===== config.mk =====
export PLATFORM = sky130hd
export DESIGN_NAME = add_group_top
export DESIGN_NICKNAME = d
export VERILOG_FILES = /design/src/verilog/add_group_pkg.sv /design/src/verilog/instr_fields_if.sv /design/src/verilog/op_decoder.sv /design/src/verilog/sum_unit.sv /design/src/verilog/add_group_top.sv
export SDC_FILE = /design/constraint.sdc
export NUM_CORES = 2
export LEC_CHECK = 0
export BUFFER_PORTS_ARGS = -buffer_cell sky130_fd_sc_hd__buf_4
export CORE_MARGIN = 8
export CORE_UTILIZATION = 58
export CTS_CLUSTER_DIAMETER = 120
export DETAILED_ROUTE_END_ITERATION = 16
export PLACE_DENSITY = 0.77
export SLEW_MARGIN = 15
export SYNTH_ARGS = -nofsm -noshare
export SYNTH_HDL_FRONTEND = slang
export SYNTH_SLANG_ARGS = --single-unit

===== constraint.sdc =====
create_clock -name clk_in -period 5.1 [get_ports clk_in]
set_clock_uncertainty 0.05 [all_clocks]
set_input_delay 1.02 -clock clk_in [delete_from_list [all_inputs] [get_ports clk_in]]
set_output_delay 1.02 -clock clk_in [all_outputs]
set_load 0.1 [all_outputs]

===== src/verilog/add_group_pkg.sv =====
// Behaviour
// RULE1 - s bit picks global or local source
// RULE2 - d bit picks global or local destination
// RULE3 - plain add writes sum to destination
// RULE4 - status word source adds carry instead
// RULE5 - carry add: destination plus source plus carry
// RULE6 - no exception, overflow only recorded
// RULE7 - decode carry add opcode, status variant
// RULE8 - immediate selector is bit8 over bits3..0
// RULE9 - zero selector: round-to-even carry add
// RULE10 - update zero, negative, overflow, carry flags
// RULE11 - nonzero selector expands through immediate table
// RULE12 - plain add has its own opcode
`default_nettype none
package add_group_pkg;

	// ----------------------------------------
	// widths and instruction fields
	// ----------------------------------------
	localparam int DATA_W      = 32;
	localparam int INSTR_W     = 16;
	localparam int INDEX_W     = 4;
	localparam int GROUP_N     = 16;
	localparam int SEL_W       = 5;
	localparam int IMM_N       = 32;
	localparam int OPC_HI      = 15;
	localparam int OPC_LO      = 10;
	localparam int DST_SEL_BIT = 9;
	localparam int SRC_SEL_BIT = 8;
	localparam int DST_HI      = 7;
	localparam int DST_LO      = 4;
	localparam int SRC_HI      = 3;
	localparam int SRC_LO      = 0;
	localparam int IMM_HI_BIT  = 8;

	localparam logic [5:0] OPC_SUM       = 6'h0a;
	localparam logic [5:0] OPC_SUM_CARRY = 6'h14;
	localparam logic [5:0] OPC_SUM_IMM   = 6'h1a;
	localparam logic [INDEX_W-1:0] STATUS_INDEX = 4'h1;

	typedef enum logic [1:0] {OP_NONE, OP_SUM, OP_SUM_CARRY, OP_SUM_IMM} op_kind_e;

	// ----------------------------------------
	// flags and register map
	// ----------------------------------------
	localparam int FLAG_W = 4;
	localparam int FLAG_C = 0;
	localparam int FLAG_Z = 1;
	localparam int FLAG_N = 2;
	localparam int FLAG_V = 3;
	localparam logic [FLAG_W-1:0]  FLAGS_RESET = 4'h0;
	localparam logic [INSTR_W-1:0] INSTR_RESET = 16'h0000;

	localparam int ADDR_W = 9;
	localparam logic [ADDR_W-1:0] ADR_CTRL   = 9'h000;
	localparam logic [ADDR_W-1:0] ADR_INSTR  = 9'h004;
	localparam logic [ADDR_W-1:0] ADR_FLAGS  = 9'h008;
	localparam logic [ADDR_W-1:0] ADR_RESULT = 9'h00c;
	localparam logic [2:0] REGION_GLOBAL = 3'h4;
	localparam logic [2:0] REGION_LOCAL  = 3'h5;
	localparam logic [1:0] REGION_IMM    = 2'h3;
	localparam int CTRL_START    = 0;
	localparam int CTRL_CLR_DONE = 1;
	localparam int STAT_BUSY     = 0;
	localparam int STAT_DONE     = 1;
	localparam int STAT_BAD_OP   = 2;

endpackage
`default_nettype wire


===== src/verilog/instr_fields_if.sv =====
`timescale 1ns/1ps
`default_nettype none
interface instr_fields_if;
	logic [add_group_pkg::INSTR_W-1:0] instr;
	add_group_pkg::op_kind_e           op;
	logic                              dst_local;
	logic [add_group_pkg::INDEX_W-1:0] dst_index;
	logic                              src_local;
	logic [add_group_pkg::INDEX_W-1:0] src_index;
	logic                              src_is_status;
	logic [add_group_pkg::SEL_W-1:0]   imm_sel;

	modport decode (input instr, output op, output dst_local, output dst_index,
		output src_local, output src_index, output src_is_status, output imm_sel);
	modport exec (output instr, input op, input dst_local, input dst_index,
		input src_local, input src_index, input src_is_status, input imm_sel);
endinterface
`default_nettype wire


===== src/verilog/op_decoder.sv =====
`timescale 1ns/1ps
`default_nettype none
module op_decoder
(
	instr_fields_if.decode fields
);

	logic [5:0] opcode;

	always_comb
	begin
		opcode              = fields.instr[add_group_pkg::OPC_HI:add_group_pkg::OPC_LO];
		fields.dst_local    = fields.instr[add_group_pkg::DST_SEL_BIT]; // RULE2
		fields.dst_index    = fields.instr[add_group_pkg::DST_HI:add_group_pkg::DST_LO]; // RULE2
		fields.src_local    = fields.instr[add_group_pkg::SRC_SEL_BIT]; // RULE1
		fields.src_index    = fields.instr[add_group_pkg::SRC_HI:add_group_pkg::SRC_LO]; // RULE1
		fields.src_is_status = !fields.src_local && (fields.src_index == add_group_pkg::STATUS_INDEX);
		fields.imm_sel      = {fields.instr[add_group_pkg::IMM_HI_BIT],
			fields.instr[add_group_pkg::SRC_HI:add_group_pkg::SRC_LO]}; // RULE8
		unique case (opcode)
			add_group_pkg::OPC_SUM:       fields.op = add_group_pkg::OP_SUM; // RULE12
			add_group_pkg::OPC_SUM_CARRY: fields.op = add_group_pkg::OP_SUM_CARRY; // RULE7
			add_group_pkg::OPC_SUM_IMM:   fields.op = add_group_pkg::OP_SUM_IMM;
			default:                      fields.op = add_group_pkg::OP_NONE;
		endcase
	end

endmodule
`default_nettype wire


===== src/verilog/sum_unit.sv =====
`timescale 1ns/1ps
`default_nettype none
module sum_unit
#(
	parameter int W = add_group_pkg::DATA_W
)
(
	input  wire logic [W-1:0] a_in,
	input  wire logic [W-1:0] b_in,
	input  wire logic         carry_in,
	output logic      [W-1:0] sum_out,
	output logic              carry_out,
	output logic              overflow_out,
	output logic              zero_out,
	output logic              negative_out
);

	logic [W:0] wide;

	// same operand signs but a different result sign is signed overflow
	always_comb
	begin
		wide         = {1'b0, a_in} + {1'b0, b_in} + {{W{1'b0}}, carry_in};
		sum_out      = wide[W-1:0];
		carry_out    = wide[W];
		overflow_out = (a_in[W-1] == b_in[W-1]) && (wide[W-1] != a_in[W-1]);
		zero_out     = (wide[W-1:0] == '0);
		negative_out = wide[W-1];
	end

endmodule
`default_nettype wire


===== src/verilog/add_group_top.sv =====
// The address map and the Avalon-MM register port are this design's own decisions.
`timescale 1ns/1ps
`default_nettype none
module add_group_top
(
	input  wire logic                              clk_in,
	input  wire logic                              reset_in,
	input  wire logic [add_group_pkg::ADDR_W-1:0]  avs_address_in,
	input  wire logic                              avs_read_in,
	input  wire logic                              avs_write_in,
	input  wire logic [add_group_pkg::DATA_W-1:0]  avs_writedata_in,
	input  wire logic [3:0]                        avs_byteenable_in,
	output logic      [add_group_pkg::DATA_W-1:0]  avs_readdata_out,
	output logic                                   avs_waitrequest_out
);

	typedef enum logic {ST_IDLE, ST_EXEC} exec_state_e;

	localparam int DW = add_group_pkg::DATA_W;
	localparam int IW = add_group_pkg::INDEX_W;
	localparam int SW = add_group_pkg::SEL_W;

	// ----------------------------------------
	// state
	// ----------------------------------------
	exec_state_e                       state_reg;
	exec_state_e                       state_next;
	logic                              wait_reg;
	logic                              wait_next;
	logic [DW-1:0]                     rdata_reg;
	logic [DW-1:0]                     rdata_next;
	logic [add_group_pkg::INSTR_W-1:0] instr_reg;
	logic [add_group_pkg::INSTR_W-1:0] instr_next;
	logic [add_group_pkg::FLAG_W-1:0]  flags_reg;
	logic [add_group_pkg::FLAG_W-1:0]  flags_next;
	logic [DW-1:0]                     result_reg;
	logic [DW-1:0]                     result_next;
	logic                              done_reg;
	logic                              done_next;
	logic                              bad_op_reg;
	logic                              bad_op_next;
	logic [DW-1:0]                     instr_wide;
	logic [DW-1:0]                     flags_wide;

	logic [DW-1:0] global_q [add_group_pkg::GROUP_N];
	logic [DW-1:0] local_q  [add_group_pkg::GROUP_N];
	logic [DW-1:0] imm_q    [add_group_pkg::IMM_N];

	logic          glob_we;
	logic [IW-1:0] glob_idx;
	logic [DW-1:0] glob_data;
	logic          loc_we;
	logic [IW-1:0] loc_idx;
	logic [DW-1:0] loc_data;
	logic          imm_we;
	logic [SW-1:0] imm_idx;
	logic [DW-1:0] imm_data;

	logic          req;
	logic          take;
	logic          take_write;
	logic [IW-1:0] bus_grp_idx;
	logic [SW-1:0] bus_imm_idx;
	logic [DW-1:0] rd_value;
	logic [DW-1:0] rs_value;
	logic [DW-1:0] op_b;
	logic          op_cin;
	logic [DW-1:0] sum;
	logic          sum_c;
	logic          sum_v;
	logic          sum_z;
	logic          sum_n;

	// ----------------------------------------
	// decode and arithmetic
	// ----------------------------------------
	instr_fields_if fields ();

	assign fields.instr = instr_reg;

	op_decoder u_decoder
	(
		.fields (fields)
	);

	sum_unit #(.W(DW)) u_sum
	(
		.a_in         (rd_value),
		.b_in         (op_b),
		.carry_in     (op_cin),
		.sum_out      (sum),
		.carry_out    (sum_c),
		.overflow_out (sum_v),
		.zero_out     (sum_z),
		.negative_out (sum_n)
	);

	function automatic logic [DW-1:0] merge_bytes(input logic [DW-1:0] old_v,
		input logic [DW-1:0] new_v, input logic [3:0] be);
		logic [DW-1:0] r;
		r = old_v;
		for (int i = 0; i < 4; i++)
		begin
			if (be[i])
			begin
				r[i*8 +: 8] = new_v[i*8 +: 8];
			end
		end
		return r;
	endfunction

	// ----------------------------------------
	// operand selection
	// ----------------------------------------
	always_comb
	begin
		if (fields.dst_local) // RULE2
		begin
			rd_value = local_q[fields.dst_index];
		end
		else
		begin
			rd_value = global_q[fields.dst_index];
		end
		if (fields.src_local) // RULE1
		begin
			rs_value = local_q[fields.src_index];
		end
		else
		begin
			rs_value = global_q[fields.src_index];
		end
	end

	// signed or unsigned reads the same sum; overflow never traps
	always_comb
	begin
		op_b   = '0;
		op_cin = 1'b0;
		unique case (fields.op)
			add_group_pkg::OP_SUM:
			begin
				if (fields.src_is_status)
				begin
					op_cin = flags_reg[add_group_pkg::FLAG_C]; // RULE4
				end
				else
				begin
					op_b = rs_value; // RULE3
				end
			end
			add_group_pkg::OP_SUM_CARRY:
			begin
				op_cin = flags_reg[add_group_pkg::FLAG_C]; // RULE5
				if (!fields.src_is_status) // RULE7
				begin
					op_b = rs_value; // RULE5
				end
			end
			add_group_pkg::OP_SUM_IMM:
			begin
				if (fields.imm_sel == '0)
				begin
					op_cin = flags_reg[add_group_pkg::FLAG_C]
						&& (!flags_reg[add_group_pkg::FLAG_Z] || rd_value[0]); // RULE9
				end
				else
				begin
					op_b = imm_q[fields.imm_sel]; // RULE11
				end
			end
			add_group_pkg::OP_NONE:
			begin
				op_b = '0;
			end
		endcase
	end

	// ----------------------------------------
	// bus handshake
	// ----------------------------------------
	// a request is only acknowledged while idle, so bus writes never
	// collide with a writeback into the register groups
	always_comb
	begin
		req         = avs_read_in || avs_write_in;
		take        = req && !wait_reg;
		take_write  = take && avs_write_in;
		bus_grp_idx = avs_address_in[5:2];
		bus_imm_idx = avs_address_in[6:2];
		wait_next   = 1'b1;
		if (req && wait_reg && (state_reg == ST_IDLE))
		begin
			wait_next = 1'b0;
		end
	end

	always_comb
	begin
		rdata_next = rdata_reg;
		// only reads load the data register, so it stands until the next read
		if ((wait_next == 1'b0) && avs_read_in)
		begin
			rdata_next = '0;
			if (avs_address_in == add_group_pkg::ADR_CTRL)
			begin
				rdata_next[add_group_pkg::STAT_BUSY]   = (state_reg != ST_IDLE);
				rdata_next[add_group_pkg::STAT_DONE]   = done_reg;
				rdata_next[add_group_pkg::STAT_BAD_OP] = bad_op_reg;
			end
			else if (avs_address_in == add_group_pkg::ADR_INSTR)
			begin
				rdata_next[add_group_pkg::INSTR_W-1:0] = instr_reg;
			end
			else if (avs_address_in == add_group_pkg::ADR_FLAGS)
			begin
				rdata_next[add_group_pkg::FLAG_W-1:0] = flags_reg;
			end
			else if (avs_address_in == add_group_pkg::ADR_RESULT)
			begin
				rdata_next = result_reg;
			end
			else if (avs_address_in[8:6] == add_group_pkg::REGION_GLOBAL)
			begin
				rdata_next = global_q[bus_grp_idx];
			end
			else if (avs_address_in[8:6] == add_group_pkg::REGION_LOCAL)
			begin
				rdata_next = local_q[bus_grp_idx];
			end
			else if (avs_address_in[8:7] == add_group_pkg::REGION_IMM)
			begin
				rdata_next = imm_q[bus_imm_idx];
			end
		end
	end

	always_ff @(posedge clk_in)
	begin
		if (reset_in)
		begin
			wait_reg  <= 1'b1;
			rdata_reg <= '0;
		end
		else
		begin
			wait_reg  <= wait_next;
			rdata_reg <= rdata_next;
		end
	end

	assign avs_waitrequest_out = wait_reg;
	assign avs_readdata_out    = rdata_reg;

	// ----------------------------------------
	// control, flags and execution
	// ----------------------------------------
	always_comb
	begin
		state_next  = state_reg;
		instr_next  = instr_reg;
		flags_next  = flags_reg;
		result_next = result_reg;
		done_next   = done_reg;
		bad_op_next = bad_op_reg;
		instr_wide  = merge_bytes({16'h0000, instr_reg}, avs_writedata_in, avs_byteenable_in);
		flags_wide  = merge_bytes({28'h0000000, flags_reg}, avs_writedata_in, avs_byteenable_in);
		if (take_write && (avs_address_in == add_group_pkg::ADR_INSTR))
		begin
			instr_next = instr_wide[add_group_pkg::INSTR_W-1:0];
		end
		if (take_write && (avs_address_in == add_group_pkg::ADR_FLAGS))
		begin
			flags_next = flags_wide[add_group_pkg::FLAG_W-1:0];
		end
		if (take_write && (avs_address_in == add_group_pkg::ADR_CTRL) && avs_byteenable_in[0])
		begin
			if (avs_writedata_in[add_group_pkg::CTRL_CLR_DONE])
			begin
				done_next = 1'b0;
			end
			if (avs_writedata_in[add_group_pkg::CTRL_START])
			begin
				state_next = ST_EXEC;
			end
		end
		unique case (state_reg)
			ST_IDLE:
			begin
			end
			ST_EXEC:
			begin
				state_next = ST_IDLE;
				done_next  = 1'b1;
				if (fields.op == add_group_pkg::OP_NONE)
				begin
					bad_op_next = 1'b1;
				end
				else
				begin
					bad_op_next = 1'b0;
					result_next = sum;
					flags_next[add_group_pkg::FLAG_Z] = sum_z; // RULE10
					flags_next[add_group_pkg::FLAG_N] = sum_n; // RULE10
					flags_next[add_group_pkg::FLAG_V] = sum_v; // RULE6
					flags_next[add_group_pkg::FLAG_C] = sum_c; // RULE10
				end
			end
		endcase
	end

	always_ff @(posedge clk_in)
	begin
		if (reset_in)
		begin
			state_reg  <= ST_IDLE;
			instr_reg  <= add_group_pkg::INSTR_RESET;
			flags_reg  <= add_group_pkg::FLAGS_RESET;
			result_reg <= '0;
			done_reg   <= 1'b0;
			bad_op_reg <= 1'b0;
		end
		else
		begin
			state_reg  <= state_next;
			instr_reg  <= instr_next;
			flags_reg  <= flags_next;
			result_reg <= result_next;
			done_reg   <= done_next;
			bad_op_reg <= bad_op_next;
		end
	end

	// ----------------------------------------
	// register groups and immediate table
	// ----------------------------------------
	always_comb
	begin
		glob_we   = take_write && (avs_address_in[8:6] == add_group_pkg::REGION_GLOBAL);
		glob_idx  = bus_grp_idx;
		glob_data = merge_bytes(global_q[bus_grp_idx], avs_writedata_in, avs_byteenable_in);
		loc_we    = take_write && (avs_address_in[8:6] == add_group_pkg::REGION_LOCAL);
		loc_idx   = bus_grp_idx;
		loc_data  = merge_bytes(local_q[bus_grp_idx], avs_writedata_in, avs_byteenable_in);
		imm_we    = take_write && (avs_address_in[8:7] == add_group_pkg::REGION_IMM)
			&& (bus_imm_idx != '0);
		imm_idx   = bus_imm_idx;
		imm_data  = merge_bytes(imm_q[bus_imm_idx], avs_writedata_in, avs_byteenable_in);
		if ((state_reg == ST_EXEC) && (fields.op != add_group_pkg::OP_NONE))
		begin
			glob_we   = !fields.dst_local; // RULE3
			glob_idx  = fields.dst_index;
			glob_data = sum;
			loc_we    = fields.dst_local; // RULE3
			loc_idx   = fields.dst_index;
			loc_data  = sum;
		end
	end

	// entry zero of the table stays zero: selector zero never reads it
	always_ff @(posedge clk_in)
	begin
		if (reset_in)
		begin
			for (int i = 0; i < add_group_pkg::GROUP_N; i++)
			begin
				global_q[i] <= '0;
				local_q[i]  <= '0;
			end
			for (int i = 0; i < add_group_pkg::IMM_N; i++)
			begin
				imm_q[i] <= '0;
			end
		end
		else
		begin
			if (glob_we)
			begin
				global_q[glob_idx] <= glob_data;
			end
			if (loc_we)
			begin
				local_q[loc_idx] <= loc_data;
			end
			if (imm_we)
			begin
				imm_q[imm_idx] <= imm_data;
			end
		end
	end

endmodule
`default_nettype wire


==> flow_summary.json <==
{
  "syn_area_per_cell_um2": 15.1,
  "synth_top_area_frac": 0.519,
  "drive_above_1_share": 0.401,
  "drt_pre_antenna_iters": 8,
  "drc": 0,
  "yosys.cell_count.top_type": "nor2_1",
  "postCtsHoldBufs": 0,
  "drt_iter0_markers": 14700,
  "grt.met3_usage": 0.133,
  "slew_viol_final": 0,
  "root_buffer": "clkbuf_16",
  "powerDensity_mw_per_mm2": 296,
  "ys.flop_type": "edfxtp_1",
  "largest_register_ffs": 1024,
  "failed_checks": "negative setup slack",
  "h-tree-depth": 4,
  "slowest_delay_ns": 0.57,
  "critPathLaunch": "fields.instr[0]",
  "maxSlewHeadroom": 0.153,
  "post-route-min-period_ns": 5.78,
  "cp-start-kind": "flip-flop",
  "worst_slew_pin_slew_ns": 1.26,
  "clk_latency_ns": 0.91,
  "io_buffers": 81,
  "timing.critical_path.max_delay_family": "buffers and inverters",
  "vias_per_cell": 7.60,
  "cp.arrival_ns": 6.33,
  "cpMostUsedCell": "buf_4",
  "setup_ws_ns": -0.682,
  "netlist_area_mm2": 0.119,
  "grt_use_met2": 0.596,
  "postSynthCellCount": 7846,
  "wl_um": 431000,
  "met1_usage": 0.446,
  "grt_pass1_vias": 85800,
  "stdcell_area_mm2": 0.139,
  "max-cap-violations": 0,
  "synthTopCellsByArea": "edfxtp_1, mux4_2, nor2_1",
  "total_leakage_power_nw": 46.8,
  "area_growth_pct": 17.1,
  "finalHoldViolations": 0,
  "ys_ff_latch": 2144,
  "endpoint_kind": "flip-flop",
  "synth_enable_flop_cells": 2048,
  "nets": 8386,
  "grt.total_usage": 0.385,
  "antenna_found_initial": 23,
  "synthDistinctLibCells": 75,
  "yosys.area.top_type": "edfxtp_1",
  "vias": 85100,
  "cts_buffers": 220,
  "die_area_mm2": 0.219,
  "layoutNonFillerInstCount": 11200,
  "grt_overflow": 0,
  "pin_count": 82,
  "clk_pin_slew_worst_paths_ns": 0.06,
  "cts_tree": "done",
  "fmax_ghz": 0.173,
  "start_util": 0.582,
  "worst-path-buf-inv": 11,
  "rows": 166,
  "grt_setup_unrepaired": "yes",
  "worst-path-max-fanout": 8,
  "regMostFlops": "imm_q",
  "placed_area_mm2": 0.127,
  "setup_tns_ns": -112.18,
  "period_share": 1.13,
  "min_from": "avs_read_in",
  "crit_required_ns": 5.65,
  "reg_top3": "imm_q (1024), global_q (512), local_q (512)",
  "ys_seq_area_frac": 0.535,
  "rr_startpoint": "fields.instr[0]",
  "clockBufferDepth": 3,
  "dp.cells": 10500,
  "gp_congestion": 1.01,
  "netlist_top_cells_count": "nor2_1, edfxtp_1, mux4_2",
  "nFillCells": 12800,
  "dp_hpwl_um": 261000,
  "peakVddDrop_v": 0.000360,
  "slowest_stage": "mux4_2",
  "post_drt_wl_per_cell_um": 38.5,
  "core_mm2": 0.204,
  "grt_pass1_wl_um": 601000,
  "grt_max_degree": 140,
  "min_path_type": "in -> reg",
  "setup_viol": 458,
  "yosys_warnings": 0,
  "worstSetupPathType": "reg -> reg",
  "busiest_layer": "met2",
  "clock-sinks": 2144,
  "outcome": "complete, but fails checks",
  "die_x_um": 468,
  "drt.antenna.violating_nets": 0,
  "async_reset_ff_frac": 0,
  "die_y_um": 468
}
## power by group
group          leakage (nW)  internal [mW]  total, mW  switching [mW]
Combinational          21.4           1.82       4.58            2.76
Clock                  3.46           9.10       16.3            7.23
Sequential             21.9           19.8       20.2           0.388
Total                  46.8           30.7       41.1            10.4
## cells in the final DEF, fill, tap and decap left out, types with 64 or more instances in the layout
cell / instances
mux4_2: 1601
mux2_2: 64
buf_6: 76
mux2i_1: 84
buf_12: 161
edfxtp_1: 2048
buf_4: 729
nand2_1: 164
clkbuf_16: 231
a21oi_1: 75
nor2_1: 2020
dfxtp_1: 82
## cells by family after synthesis
logic type	share of synthesized area
simple gates	0.0881
flops	0.535
mux	0.320
buf+inv	0.0291
compound gates	0.0219
fa+ha+maj	0.00403
xor+xnor	0.00162
other cells	0.0000316
## metrics by stage
stage / power (mW) / util / hold WS (ns) / setup WS, ns
final: 41.1 / 0.681 / 0.293 / -0.682
after global routing: 41.8 / 0.681 / 0.272 / -0.824
after CTS: 40.7 / 0.668 / 0.260 / -0.434
after detailed placement: 24.7 / 0.623 / 0.398 / -1.06
after global placement: 24.6 / 0.623 / 0.375 / -1.08
after floorplan: 23.0 / - / 0.383 / -0.0197
## per-layer routing
layer,routed length [um],part of all wire
met5,143,0.00033
met2,197000,0.46
met3,70700,0.16
met1,122000,0.28
met4,41600,0.097
## path summary, 6_finish.rpt
check,to,slack (ns),cells after the start
hold reg to reg,result_reg[13],0.41,2
setup / recovery,local_q[15][30],-0.68,25
setup reg to reg,local_q[15][30],-0.68,25
hold / removal,avs_waitrequest_out,0.29,2
## timing repair
item                                   CTS  global route
endpoints found under the hold margin    0             0
pin swaps                               33            82
gates resized for setup                149           348
cloned                                  20            19
setup buffers                           66           121
setup endpoints to repair              671           610
## cell type report
class	count	area [um2]	area share
Tap cell	2688	3360	0.0242
Timing Repair Buffer	1020	10900	0.0784
Inverter	18	67.6	0.000486
Clock inverter	141	1400	0.0101
Multi-Input combinational cell	4896	53900	0.388
Sequential cell	2144	63500	0.457
Antenna cell	11	27.5	0.000198
Clock buffer	271	5770	0.0415
No activity file was read; power rests on OpenSTA's default activity.
